<file path="src/tmd_pkg.sv">
// Shared constants and types for the trigger text and display command block.
// Assumes a single 100 MHz core clock; no software-visible registers.
package tmd_pkg;

  // Storage and response limits
  localparam int unsigned STORE_BYTES = 72;
  localparam int unsigned RESP_MAX = 72;
  localparam int unsigned FIFO_DEPTH = 8;
  localparam int unsigned MEM_WORDS = 2 * STORE_BYTES;
  localparam int unsigned MEM_AW = 8;
  localparam int unsigned LEN_W = 7;
  localparam int unsigned ACC_W = 30;

  // Values after reset
  localparam logic DISP_RST = 1'b1;
  localparam logic [LEN_W-1:0] LEN_RST = 7'h00;

  // Character codes
  localparam logic [7:0] CH_HASH = 8'h23;
  localparam logic [7:0] CH_ZERO = 8'h30;
  localparam logic [7:0] CH_NINE = 8'h39;
  localparam logic [7:0] CH_LF = 8'h0A;
  localparam logic [7:0] CH_STAR = 8'h2A;
  localparam logic [7:0] CH_T = 8'h54;
  localparam logic [7:0] CH_R = 8'h52;
  localparam logic [7:0] CH_G = 8'h47;
  localparam logic [7:0] CH_O = 8'h4F;
  localparam logic [7:0] CH_N = 8'h4E;
  localparam logic [7:0] CH_F = 8'h46;

  // Decoded commands from the bus parser; a GET message arrives as OP_TRG
  typedef enum logic [2:0] {
    OP_DDT_DEF = 3'h0,
    OP_DDT_QRY = 3'h1,
    OP_TRG = 3'h2,
    OP_DISP_ON = 3'h3,
    OP_DISP_OFF = 3'h4,
    OP_DISP_QRY = 3'h5
  } tmd_op_t;

  // Kind of outgoing stream
  typedef enum logic [1:0] {
    K_REPLAY = 2'h0,
    K_QRY_DDT = 2'h1,
    K_QRY_DISP = 2'h2
  } tmd_kind_t;

  // Controller states, Gray along the definition path
  typedef enum logic [3:0] {
    S_IDLE = 4'h0,
    S_HASH = 4'h1,
    S_DIG = 4'h3,
    S_LEN = 4'h2,
    S_DAT = 4'h6,
    S_IND = 4'h7,
    S_DRN = 4'h5,
    S_HDR = 4'h4,
    S_RD = 4'hC,
    S_RDW = 4'hD
  } tmd_state_t;

  // Incoming block byte with its end-or-identify flag
  typedef struct packed {
    logic eoi;
    logic [7:0] data;
  } tmd_rx_t;

  // Outgoing byte: replay goes to the command executor, else to the bus
  typedef struct packed {
    logic replay;
    logic last;
    logic [7:0] data;
  } tmd_tx_t;

endpackage

</file>
<file path="src/tmd_fifo.sv">
// Small synchronous FIFO with valid/ready on both sides.
// Assumes DEPTH is a power of two so the pointers wrap by themselves.
`timescale 1ns/1ps
`default_nettype none
module tmd_fifo #(
  parameter int W = 9,
  parameter int DEPTH = 8
) (
  // Clock, reset, enable
  input wire logic core_clk_i,
  input wire logic rstn_i,
  input wire logic ce_i,
  // Fill side
  input wire logic in_valid_i,
  input wire logic [W-1:0] in_data_i,
  output logic in_ready_o,
  // Drain side
  output logic out_valid_o,
  output logic [W-1:0] out_data_o,
  input wire logic out_ready_i
);
  localparam int AW = $clog2(DEPTH);
  localparam int CW = $clog2(DEPTH + 1);

  logic [W-1:0] store [DEPTH];
  logic [AW-1:0] wr_ptr_reg, wr_ptr_next, rd_ptr_reg, rd_ptr_next;
  logic [CW-1:0] cnt_reg, cnt_next;
  logic not_full_reg, not_full_next;
  logic push, pop;

  // Ready is registered so the source sees a clean flop output
  always_comb begin
    push = in_valid_i && not_full_reg;
    pop = out_ready_i && (cnt_reg != '0);
    wr_ptr_next = push ? wr_ptr_reg + AW'(1) : wr_ptr_reg;
    rd_ptr_next = pop ? rd_ptr_reg + AW'(1) : rd_ptr_reg;
    cnt_next = cnt_reg;
    if (push && !pop) begin
      cnt_next = cnt_reg + CW'(1);
    end else if (pop && !push) begin
      cnt_next = cnt_reg - CW'(1);
    end
    not_full_next = (cnt_next != CW'(DEPTH));
  end

  always_ff @(posedge core_clk_i or negedge rstn_i) begin
    if (!rstn_i) begin
      wr_ptr_reg <= '0;
      rd_ptr_reg <= '0;
      cnt_reg <= '0;
      not_full_reg <= 1'b1;
    end else if (ce_i) begin
      wr_ptr_reg <= wr_ptr_next;
      rd_ptr_reg <= rd_ptr_next;
      cnt_reg <= cnt_next;
      not_full_reg <= not_full_next;
    end
  end

  // Storage needs no reset; empty slots are never read
  always_ff @(posedge core_clk_i) begin
    if (ce_i && push) begin
      store[wr_ptr_reg] <= in_data_i;
    end
  end

  assign in_ready_o = not_full_reg;
  assign out_valid_o = (cnt_reg != '0);
  assign out_data_o = store[rd_ptr_reg];
endmodule
`default_nettype wire

</file>
<file path="src/tmd_trigger_display.sv">
// Trigger text store, replay and front display control.
// Assumes commands arrive pre-decoded from a bus parser on the same clock,
// and block bytes (after the command header) arrive on the rx stream.
`timescale 1ns/1ps
`default_nettype none
module tmd_trigger_display (
  // Clock, reset, enable
  input wire logic core_clk_i,
  input wire logic rstn_i,
  input wire logic ce_i,
  // Decoded command
  input wire logic cmd_valid_i,
  input wire tmd_pkg::tmd_op_t cmd_op_i,
  output logic cmd_ready_o,
  // Block bytes from the bus
  input wire logic rx_valid_i,
  input wire tmd_pkg::tmd_rx_t rx_data_i,
  output logic rx_ready_o,
  // Outgoing bytes
  output logic tx_valid_o,
  output tmd_pkg::tmd_tx_t tx_data_o,
  input wire logic tx_ready_i,
  // Mode and status
  input wire logic secure_i,
  output logic display_on_o,
  output logic exec_err_o,
  output logic def_err_o,
  output logic disp_err_o,
  output logic done_o
);
  localparam int unsigned LW = tmd_pkg::LEN_W;
  localparam int unsigned AW = tmd_pkg::ACC_W;
  localparam int unsigned MW = tmd_pkg::MEM_AW;

  tmd_pkg::tmd_state_t state_reg, state_next;
  tmd_pkg::tmd_kind_t kind_reg, kind_next;
  tmd_pkg::tmd_tx_t tx_reg, tx_next;
  tmd_pkg::tmd_rx_t rx_q;
  logic [8:0] fifo_out;
  logic fifo_valid, pop;
  logic tx_valid_reg, tx_valid_next, tx_free;
  logic bank_reg, bank_next, trg_reg, trg_next, disp_reg, disp_next;
  logic [LW-1:0] len_reg, len_next, wcnt_reg, wcnt_next, idx_reg, idx_next, pay_reg, pay_next;
  logic [1:0] hlen_reg, hlen_next, wm_reg, wm_next;
  logic wtrg_reg, wtrg_next, ovf_reg, ovf_next;
  logic [3:0] ndig_reg, ndig_next;
  logic [AW-1:0] acc_reg, acc_next, acc_new;
  logic ready_reg, ready_next;
  logic xerr_reg, xerr_next, derr_reg, derr_next, serr_reg, serr_next, done_reg, done_next;
  logic [7:0] mem [tmd_pkg::MEM_WORDS];
  logic [7:0] mem_q_reg, hdr_byte, exp_ch;
  logic we, is_dig, cmd_go;
  logic [MW-1:0] wa, ra;
  logic [3:0] dval;
  logic [LW-1:0] tens, units;

  // Input buffer: lets the bus run ahead while the store is written
  tmd_fifo #(.W(9), .DEPTH(tmd_pkg::FIFO_DEPTH)) u_fifo (
    .core_clk_i(core_clk_i),
    .rstn_i(rstn_i),
    .ce_i(ce_i),
    .in_valid_i(rx_valid_i),
    .in_data_i(rx_data_i),
    .in_ready_o(rx_ready_o),
    .out_valid_o(fifo_valid),
    .out_data_o(fifo_out),
    .out_ready_i(pop)
  );
  assign rx_q = fifo_out;

  // Byte classification and decimal helpers
  always_comb begin
    is_dig = (rx_q.data >= tmd_pkg::CH_ZERO) && (rx_q.data <= tmd_pkg::CH_NINE);
    dval = 4'(rx_q.data - tmd_pkg::CH_ZERO);
    acc_new = AW'(acc_reg * 30'd10) + AW'(dval);
    // Length digits follow the capped payload, so the header never overstates it
    tens = pay_reg / 7'd10;
    units = pay_reg % 7'd10;
    case (wm_reg)
      2'h0: exp_ch = tmd_pkg::CH_STAR;
      2'h1: exp_ch = tmd_pkg::CH_T;
      2'h2: exp_ch = tmd_pkg::CH_R;
      default: exp_ch = tmd_pkg::CH_G;
    endcase
    // Writes go to the idle bank, reads come from the live one
    wa = bank_reg ? MW'(wcnt_reg) : MW'(wcnt_reg) + MW'(tmd_pkg::STORE_BYTES);
    ra = bank_reg ? MW'(idx_reg) + MW'(tmd_pkg::STORE_BYTES) : MW'(idx_reg);
  end

  // Header or text byte for the current query index
  always_comb begin
    hdr_byte = tmd_pkg::CH_HASH;
    if (kind_reg == tmd_pkg::K_QRY_DISP) begin
      case (idx_reg[1:0])
        2'h0: hdr_byte = tmd_pkg::CH_O;
        2'h1: hdr_byte = disp_reg ? tmd_pkg::CH_N : tmd_pkg::CH_F;
        default: hdr_byte = tmd_pkg::CH_F;
      endcase
    end else begin
      case (idx_reg[1:0])
        2'h0: hdr_byte = tmd_pkg::CH_HASH;
        2'h1: hdr_byte = (pay_reg >= 7'd10) ? 8'h32 : 8'h31;
        2'h2: hdr_byte = tmd_pkg::CH_ZERO + 8'((pay_reg >= 7'd10) ? tens : units);
        default: hdr_byte = tmd_pkg::CH_ZERO + 8'(units);
      endcase
    end
  end

  // Main controller: command dispatch, block parse, stream out
  always_comb begin
    state_next = state_reg;
    kind_next = kind_reg;
    tx_next = tx_reg;
    tx_valid_next = tx_valid_reg && !tx_ready_i;
    tx_free = !tx_valid_reg || tx_ready_i;
    bank_next = bank_reg;
    trg_next = trg_reg;
    disp_next = disp_reg;
    len_next = len_reg;
    wcnt_next = wcnt_reg;
    idx_next = idx_reg;
    pay_next = pay_reg;
    hlen_next = hlen_reg;
    wm_next = wm_reg;
    wtrg_next = wtrg_reg;
    ovf_next = ovf_reg;
    ndig_next = ndig_reg;
    acc_next = acc_reg;
    xerr_next = 1'b0;
    derr_next = 1'b0;
    serr_next = 1'b0;
    done_next = 1'b0;
    we = 1'b0;
    pop = 1'b0;
    cmd_go = cmd_valid_i && ready_reg;
    case (state_reg)
      tmd_pkg::S_IDLE: begin
        if (cmd_go) begin
          idx_next = '0;
          case (cmd_op_i)
            tmd_pkg::OP_DDT_DEF: begin
              wcnt_next = '0;
              wm_next = 2'h0;
              wtrg_next = 1'b0;
              ovf_next = 1'b0;
              state_next = tmd_pkg::S_HASH;
            end
            tmd_pkg::OP_DDT_QRY: begin
              kind_next = tmd_pkg::K_QRY_DDT;
              hlen_next = (len_reg >= 7'd10) ? 2'h3 : 2'h2;
              // Cap the payload so header plus data fit the limit
              pay_next = (len_reg >= 7'd10 && len_reg > 7'd68) ? 7'd68 : len_reg;
              state_next = tmd_pkg::S_HDR;
            end
            tmd_pkg::OP_TRG: begin
              if (trg_reg) begin
                xerr_next = 1'b1;
                done_next = 1'b1;
              end else if (len_reg == '0) begin
                done_next = 1'b1;
              end else begin
                kind_next = tmd_pkg::K_REPLAY;
                pay_next = len_reg;
                state_next = tmd_pkg::S_RD;
              end
            end
            tmd_pkg::OP_DISP_ON: begin
              if (secure_i) begin
                serr_next = 1'b1;
              end else begin
                disp_next = 1'b1;
              end
              done_next = 1'b1;
            end
            tmd_pkg::OP_DISP_OFF: begin
              disp_next = 1'b0;
              done_next = 1'b1;
            end
            tmd_pkg::OP_DISP_QRY: begin
              kind_next = tmd_pkg::K_QRY_DISP;
              hlen_next = disp_reg ? 2'h1 : 2'h2;
              pay_next = '0;
              state_next = tmd_pkg::S_HDR;
            end
            default: begin
              done_next = 1'b1;
            end
          endcase
        end
      end
      tmd_pkg::S_HASH: begin
        pop = fifo_valid;
        if (fifo_valid) begin
          if (rx_q.data == tmd_pkg::CH_HASH) begin
            state_next = tmd_pkg::S_DIG;
          end else begin
            derr_next = 1'b1;
            state_next = tmd_pkg::S_IDLE;
          end
        end
      end
      tmd_pkg::S_DIG: begin
        pop = fifo_valid;
        acc_next = '0;
        ndig_next = dval;
        if (fifo_valid) begin
          if (rx_q.data == tmd_pkg::CH_ZERO) begin
            state_next = tmd_pkg::S_IND;
          end else if (is_dig) begin
            state_next = tmd_pkg::S_LEN;
          end else begin
            derr_next = 1'b1;
            state_next = tmd_pkg::S_IDLE;
          end
        end
      end
      tmd_pkg::S_LEN: begin
        pop = fifo_valid;
        if (fifo_valid) begin
          if (!is_dig) begin
            derr_next = 1'b1;
            state_next = tmd_pkg::S_IDLE;
          end else begin
            acc_next = acc_new;
            ndig_next = ndig_reg - 4'h1;
            if (ndig_reg == 4'h1) begin
              if (acc_new > AW'(tmd_pkg::STORE_BYTES)) begin
                derr_next = 1'b1;
                state_next = tmd_pkg::S_DRN;
              end else if (acc_new == '0) begin
                bank_next = !bank_reg;
                len_next = '0;
                trg_next = 1'b0;
                done_next = 1'b1;
                state_next = tmd_pkg::S_IDLE;
              end else begin
                state_next = tmd_pkg::S_DAT;
              end
            end
          end
        end
      end
      tmd_pkg::S_DAT, tmd_pkg::S_IND: begin
        pop = fifo_valid;
        if (fifo_valid) begin
          if (state_reg == tmd_pkg::S_IND && rx_q.data == tmd_pkg::CH_LF && rx_q.eoi) begin
            state_next = tmd_pkg::S_IDLE;
            if (ovf_reg) begin
              derr_next = 1'b1;
            end else begin
              bank_next = !bank_reg;
              len_next = wcnt_reg;
              trg_next = wtrg_reg;
              done_next = 1'b1;
            end
          end else if (wcnt_reg == LW'(tmd_pkg::STORE_BYTES)) begin
            ovf_next = 1'b1;
          end else begin
            we = 1'b1;
            wcnt_next = wcnt_reg + 7'd1;
            // Only a flag is kept here; the text is never parsed
            if (rx_q.data == exp_ch) begin
              wm_next = wm_reg + 2'h1;
              wtrg_next = wtrg_reg || (wm_reg == 2'h3);
            end else begin
              wm_next = (rx_q.data == tmd_pkg::CH_STAR) ? 2'h1 : 2'h0;
            end
            if (state_reg == tmd_pkg::S_DAT && AW'(wcnt_next) == acc_reg) begin
              bank_next = !bank_reg;
              len_next = wcnt_next;
              trg_next = wtrg_next;
              done_next = 1'b1;
              state_next = tmd_pkg::S_IDLE;
            end
          end
        end
      end
      tmd_pkg::S_DRN: begin
        pop = fifo_valid;
        if (fifo_valid) begin
          acc_next = acc_reg - AW'(1);
          if (acc_reg == AW'(1)) begin
            state_next = tmd_pkg::S_IDLE;
          end
        end
      end
      tmd_pkg::S_HDR: begin
        if (tx_free) begin
          tx_valid_next = 1'b1;
          tx_next = '{replay: 1'b0, last: (idx_reg[1:0] == hlen_reg) && (pay_reg == '0), data: hdr_byte};
          idx_next = idx_reg + 7'd1;
          if (idx_reg[1:0] == hlen_reg) begin
            idx_next = '0;
            if (pay_reg == '0) begin
              done_next = 1'b1;
              state_next = tmd_pkg::S_IDLE;
            end else begin
              state_next = tmd_pkg::S_RD;
            end
          end
        end
      end
      tmd_pkg::S_RD: begin
        state_next = tmd_pkg::S_RDW;
      end
      tmd_pkg::S_RDW: begin
        if (tx_free) begin
          tx_valid_next = 1'b1;
          tx_next = '{replay: (kind_reg == tmd_pkg::K_REPLAY), last: (idx_reg == pay_reg - 7'd1), data: mem_q_reg};
          idx_next = idx_reg + 7'd1;
          if (idx_reg == pay_reg - 7'd1) begin
            done_next = 1'b1;
            state_next = tmd_pkg::S_IDLE;
          end else begin
            state_next = tmd_pkg::S_RD;
          end
        end
      end
      default: begin
        state_next = tmd_pkg::S_IDLE;
      end
    endcase
    ready_next = (state_next == tmd_pkg::S_IDLE);
  end

  // State registers; the text store itself has no reset
  always_ff @(posedge core_clk_i or negedge rstn_i) begin
    if (!rstn_i) begin
      state_reg <= tmd_pkg::S_IDLE;
      kind_reg <= tmd_pkg::K_REPLAY;
      tx_reg <= '0;
      tx_valid_reg <= 1'b0;
      bank_reg <= 1'b0;
      trg_reg <= 1'b0;
      disp_reg <= tmd_pkg::DISP_RST;
      len_reg <= tmd_pkg::LEN_RST;
      wcnt_reg <= '0;
      idx_reg <= '0;
      pay_reg <= '0;
      hlen_reg <= 2'h0;
      wm_reg <= 2'h0;
      wtrg_reg <= 1'b0;
      ovf_reg <= 1'b0;
      ndig_reg <= 4'h0;
      acc_reg <= '0;
      ready_reg <= 1'b0;
      xerr_reg <= 1'b0;
      derr_reg <= 1'b0;
      serr_reg <= 1'b0;
      done_reg <= 1'b0;
    end else if (ce_i) begin
      state_reg <= state_next;
      kind_reg <= kind_next;
      tx_reg <= tx_next;
      tx_valid_reg <= tx_valid_next;
      bank_reg <= bank_next;
      trg_reg <= trg_next;
      disp_reg <= disp_next;
      len_reg <= len_next;
      wcnt_reg <= wcnt_next;
      idx_reg <= idx_next;
      pay_reg <= pay_next;
      hlen_reg <= hlen_next;
      wm_reg <= wm_next;
      wtrg_reg <= wtrg_next;
      ovf_reg <= ovf_next;
      ndig_reg <= ndig_next;
      acc_reg <= acc_next;
      ready_reg <= ready_next;
      xerr_reg <= xerr_next;
      derr_reg <= derr_next;
      serr_reg <= serr_next;
      done_reg <= done_next;
    end
  end

  // Two banks: a failed definition never touches the live text
  always_ff @(posedge core_clk_i) begin
    if (ce_i) begin
      mem_q_reg <= mem[ra];
      if (we) begin
        mem[wa] <= rx_q.data;
      end
    end
  end

  assign cmd_ready_o = ready_reg;
  assign tx_valid_o = tx_valid_reg;
  assign tx_data_o = tx_reg;
  assign display_on_o = disp_reg;
  assign exec_err_o = xerr_reg;
  assign def_err_o = derr_reg;
  assign disp_err_o = serr_reg;
  assign done_o = done_reg;

  // Helper: bytes of the current query response
  logic [LW:0] resp_cnt;
  always_ff @(posedge core_clk_i or negedge rstn_i) begin
    if (!rstn_i) begin
      resp_cnt <= '0;
    end else if (tx_valid_o && tx_ready_i && !tx_data_o.replay) begin
      resp_cnt <= tx_data_o.last ? '0 : resp_cnt + 8'h01;
    end
  end
endmodule
`default_nettype wire

</file>
<file path="config.mk">
export PLATFORM = sky130hd
export DESIGN_NAME = tmd_trigger_display
export DESIGN_NICKNAME = d
export VERILOG_FILES = /design/src/tmd_pkg.sv /design/src/tmd_fifo.sv /design/src/tmd_trigger_display.sv
export SDC_FILE = /design/constraint.sdc
export NUM_CORES = 2
export LEC_CHECK = 0
export BUFFER_PORTS_ARGS = -buffer_cell sky130_fd_sc_hd__clkbuf_2
export CORE_MARGIN = 2
export CORE_UTILIZATION = 63
export CTS_CLUSTER_SIZE = 40
export DETAILED_ROUTE_END_ITERATION = 8
export MAX_ROUTING_LAYER = met4
export PLACE_DENSITY_LB_ADDON = 0.25
export REMOVE_ABC_BUFFERS = 1
export SETUP_SLACK_MARGIN = 0.3
export SLEW_MARGIN = 30
export SYNTH_ARGS = -nofsm -noshare
export SYNTH_HDL_FRONTEND = slang
export SYNTH_SLANG_ARGS = --single-unit
</file>
<file path="constraint.sdc">
create_clock -name core_clk_i -period 8.8 [get_ports core_clk_i]
set_clock_uncertainty 0.2 [all_clocks]
set_input_delay 0.44 -clock core_clk_i [delete_from_list [all_inputs] [get_ports core_clk_i]]
set_output_delay 0.44 -clock core_clk_i [all_outputs]
set_load 0.03 [all_outputs]
</file>
[Word level (Yosys, flattened, before mapping)]
Memory sizes are Yosys's and may differ from the RTL's. A register that Yosys moved wholly into a read port is not among the register bits.
Index checks and enable logic that the tools add are counted.
Word-level totals
  bits in registers: 104
  memory bits (writable): 1224
  input port bits: 19
  output and inout bits: 18
  memories kept: 2
Memories
  mem: depth 144, width 8, rd ports 1, clocked after Yosys merged registers in 1, write ports 1, RTL line tmd_trigger_display.sv:50  | logic [7:0] mem [tmd_pkg::MEM_WORDS];
  u_fifo.store: depth 8, width 9, rd ports 1, clocked after Yosys merged registers in 0, write ports 1, RTL line tmd_fifo.sv:25  | logic [W-1:0] store [DEPTH];
Operators by class
  $add $sub $neg: 16
  multipliers: 1
  div/mod/pow operators: 2
  $lt $le $gt $ge: 6
  equal/unequal tests: 52
  mux-type cells: 175
  reduce and logical (&&, ||, !) cells: 56
Operators with widths (count)
  7-bit two-way mux: 23
  4-bit two-way mux: 24
  30-bit two-way mux: 3
  30-bit one-hot mux with 3 select lines: 1
  1-bit two-way mux: 82
  7-bit one-hot mux with 3 select lines: 3
  4-bit one-hot mux with 9 select lines: 1
  2-bit inequality test (second input constant): 16
  30-bit by 4-bit adder with 30-bit output: 1
  30-bit by 1-bit == test with 1-bit output (second input constant): 1
  7-bit by 30-bit == test with 1-bit output: 1
  30-bit by 7-bit greater-than comparator with 1-bit output (second input constant): 1
  30-bit logical NOT: 1
  30-bit by 3-bit multiplier with 29-bit output (second input constant): 1
  30-bit by 1-bit subtractor with 30-bit output (second input constant): 1
  7-bit one-hot mux with 2 select lines: 2
  8-bit by 6-bit == test with 1-bit output (second input constant): 3
  2-bit two-way mux: 12
  8-bit two-way mux: 3
  8-bit one-hot mux with 3 select lines: 1
  10-bit two-way mux: 2
  10-bit one-hot mux with 2 select lines: 1
  6-bit by 7-bit adder with 8-bit output (first input constant): 2
  7-bit by 7-bit adder with 8-bit output (second input constant): 2
  56 further kinds: 120

[Depth between registers and ports, before layout]
An unclocked memory read counts as a cell.
  word-level depth: 11
  gate-level depth with buffers: 18
  mapped depth without buffers: 16

[By module]
A second synthesis with hierarchy kept.
Unflattened totals
  cell total of the unflattened synthesis: 3329
  area total of the unflattened synthesis: 58132.0 um^2
By module, submodules not included
  tmd_trigger_display: instances 1, cells an instance 3150, area an instance 54728.7 um^2
  tmd_fifo: instances 1, cells an instance 179, area an instance 3403.3 um^2

[Worst setup path before layout]
OpenSTA, ideal clock, no wires.
  path type: register to register
  from: register u_fifo.rd_ptr_reg[1]
  to: register len_reg[0]
  arrival time: 7.110 ns
  data required time: 8.475 ns
  slack: 1.365 ns
  cell stages (with the launch flop): 19
  path buffers: 2
  cells stage by stage: dfrtp_1 -> clkbuf_1 -> clkbuf_1 -> mux4_2 -> mux2i_1 -> inv_1 -> ha_1 -> fa_1 -> a21oi_1 -> nor4_1 -> nand4_1 -> nor4b_4 -> o21ai_1 -> xnor2_1 -> or4bb_1 -> nor4_2 -> nand3_1 -> o41ai_4 -> mux2_2
RTL lines
  start, declared: RTL line tmd_fifo.sv:26  | logic [AW-1:0] wr_ptr_reg, wr_ptr_next, rd_ptr_reg, rd_ptr_next;
  start signal, assigned: RTL line tmd_fifo.sv:54  | rd_ptr_reg <= rd_ptr_next;
  memory read 8 x 9 bit *
  4-bit by 1-bit subtractor with 4-bit output *: RTL line tmd_trigger_display.sv:74  | dval = 4'(rx_q.data - tmd_pkg::CH_ZERO);
  net dval[1]: RTL line tmd_trigger_display.sv:54  | logic [3:0] dval;
  30-bit by 4-bit adder with 30-bit output *: RTL line tmd_trigger_display.sv:75  | acc_new = AW'(acc_reg * 30'd10) + AW'(dval);
  30-bit by 7-bit greater-than comparator with 1-bit output / 30-bit logical NOT (equally long branches): RTL line tmd_trigger_display.sv:227, tmd_trigger_display.sv:230
  2-bit inequality test (no source line)
  11-bit AND reduction (no source line) *
  end signal, assigned: RTL line tmd_trigger_display.sv:336  | len_reg <= tmd_pkg::LEN_RST;
  end signal, assigned: RTL line tmd_trigger_display.sv:359  | len_reg <= len_next;
  end, declared: RTL line tmd_trigger_display.sv:43  | logic [LW-1:0] len_reg, len_next, wcnt_reg, wcnt_next, idx_reg, idx_next, pay_reg, pay_next;
The timed path passes the listed nets; every way through them passes the cells marked *. The select of a mux whose other input is x is not followed.
A chain may end at the register's enable or synchronous reset.

[Final worst setup path]
Ends and elaborated chain as after synthesis.

==> flow_summary.ini <==
[floorplanning]
initial_core_util_pct = 63.3
die-width_um = 307
design.core.area_um2 = 91400
ios = 37
rows = 111
fp.dieH_um = 307
die-area_um2 = 94300

[grt]
grt_use_total_pct = 32.1
grt_max_degree = 104
antenna_found_initial = 2
grt_pass1_wl_mm = 215
grt_pass1_vias = 32386
grt.overflow.total = 0

[sta]
finalSetupTns_ns = 0
slew_viol_final = 0
max-slew-margin-rel_pct = 23.9
finalCriticalPeriod_ns = 6.90
fmax_mhz = 145
finalSetupViolCount = 0
rsz0062_at_grt = no
final_hold_viol_count = 0
fin_crit_sh_pct = 78.4
worstMarginPinSlew_ns = 1.14

[logic_synthesis]
synth_edf_count = 1232
yosysSeqAreaShare_pct = 68.4
ys_async_sr_fraction_pct = 7.78
synth_cells = 3324
yosys-top-cells-area = edfxtp_1 (64%), mux4_2 (15%), dfrtp_1 (4.4%), nor2_1 (1.9%), ha_1 (1.8%)
yosys.area.top_type = edfxtp_1
yosys_warnings = 0
synth_top_area_share_pct = 63.9
synth_cell_types = 90
ys.flop_type = edfxtp_1
avgSynthCellArea_um2 = 17.4
synth_area_um2 = 57900
ys_seq_elements = 1336

[clock_network]
clkLatencyLatePin_ns = 0.76
cts_tree = done
post_cts.repair.setup_buffers = 0
cts-buffers-inserted = 132
htree_levels = 4
cts.clk_slew.worst_paths_ns = 0.06
clock_sinks = 1336
clockRootBuffer = clkbuf_16
cts_buffer_depth = 3

[route]
drcViolationCount = 0
wl_per_cell_um = 30.8
postRouteAntennaNets = 0
vias = 32672
drt_iter0_markers = 4506
wl_mm = 144
drt_first_pass_iters = 7
avgViaCountPerCell = 6.99

[finish]
syn2layout_area_growth_pct = 10.1
final_cells = 4671
largest_reg_flops = 1152
final_core_util_pct = 69.7
num-nets-final = 3481
final_common_cell = edfxtp_1
final_cell_mix = edfxtp_1 (1232), mux4_2 (394), nor2_1 (292)
drive_above_1_share_pct = 21.3

[critical_path]
crit_type = flop to flop
start_kind = flop
cp_cell_sequence = mux4_2 > mux2i_1 > inv_4 > ha_1 > fa_1 > a21oi_1 > nor4_1 > nand4_1 > nor4b_4 > o21ai_1 > xnor2_1 > or4bb_1 > nor4_2 > nand3_1 > o41ai_4 > mux2_2
reg2regPathDepth = 16
r2r-end = len_reg[0]
r2r-start = u_fifo.rd_ptr_reg[1]
arrival_ns = 7.32
r2r_setup_slack_ns = 1.90
cp_slowest_cell = dfrtp_1
cp_slowest_stage_delay_ns = 0.91
cp_max_fo = 45
end_kind = flop
cp_num_buf_inv = 1
cp.required_ns = 9.22
crit_family = simple AND/OR/NAND/NOR gates

[power]
p_leak_nw = 20.5
powerDensity_nw_per_um2 = 303
vdd_drop_max_uv = 260
power_mw = 19.3

[job]
drv_cap = 0

[placed_design]
gp_congestion = 0.911
io_buffers = 36
hpwl_mm = 84.3
place_inst = 4410

[hold_path]
worstHoldStart = cmd_op_i[0]
min_to = disp_err_o
hold_depth = 4
hold_class = input port to flop

[outcome]
status = completed
## final cells by class
type | instances | area [um^2]
clock buffers | 162 | 3470
diodes | 1 | 2.50
well taps | 1186 | 1480
repair buffers | 91 | 704
inverters | 53 | 206
flip-flops and latches | 1336 | 39600
clock inverters | 79 | 696
multi-input cells | 1763 | 17600
fillers | 5479 | 27700
## routing by layer
layer / vias up / routed length (um) / track usage, %
met5: - / 0 / -
met4: 0 / 5230 / 10.7
met3: 319 / 13800 / 6.20
met2: 2001 / 70900 / 50.3
met1: 16785 / 53900 / 43.1
li1: 13567 / - / -
## power by group
| group | leakage (nW) | switching [mW] | internal (mW) | total, mW |
|---|---|---|---|---|
| sequential | 12.5 | 0.299 | 8.43 | 8.73 |
| clock | 2.01 | 2.47 | 3.00 | 5.46 |
| combinational | 5.98 | 3.48 | 1.61 | 5.09 |
## Yosys cell counts, types with 26 or more instances
cell	n
dfrtp_1	102
xnor2_1	56
edfxtp_1	1232
inv_1	52
ha_1	83
nor4_1	26
mux4_2	394
xor2_1	29
nor2_1	297
clkbuf_1	130
o21ai_0	126
nor3_1	58
nand3_1	46
buf_1	31
nand2_1	139
a21oi_1	111
## worst max path at each step
stage / from / endpoint / cells after the start / slack [ns]
floorplan: idx_reg[0] / tx_data_o[6] / 10 / -4.73
global placement: u_fifo.rd_ptr_reg[1] / len_reg[5] / 16 / 2.06
detailed placement: u_fifo.rd_ptr_reg[1] / len_reg[0] / 16 / 1.90
CTS: u_fifo.rd_ptr_reg[1] / len_reg[0] / 16 / 1.88
global route: u_fifo.rd_ptr_reg[1] / len_reg[3] / 16 / 1.52
finish: u_fifo.rd_ptr_reg[1] / len_reg[0] / 16 / 1.90
## metrics by stage
stage / hold WS (ns) / cell area (um^2) / setup WS (ns)
after CTS: 0.00636 / 63600 / 1.88
after floorplan: -0.0556 / 57200 / -4.73
after detailed placement: 0.211 / 59300 / 1.90
after global placement: 0.196 / 59300 / 2.06
after global routing: 0.0297 / 63700 / 1.52
final: 0.0474 / 63700 / 1.90
## cells by family after synthesis
logic type / synth area share [%]
flops: 68.4
simple gates: 6.01
mux: 16.2
compound gates: 4.73
buf+inv: 1.48
xor+xnor: 1.33
fa+ha+maj: 1.86
## worst min-delay path, stage by stage
cell      delay, ns
clkbuf_2       0.13
nand2_1        0.10
nor3_1         0.05
a32o_1         0.24
## what timing repair did
item,4_1_cts,5_1_grt
resized for setup,0,0
hold endpoints to repair,112,0
hold buffers,19,0
setup endpoints to repair,0,0
No activity file was read; power rests on OpenSTA's default activity.
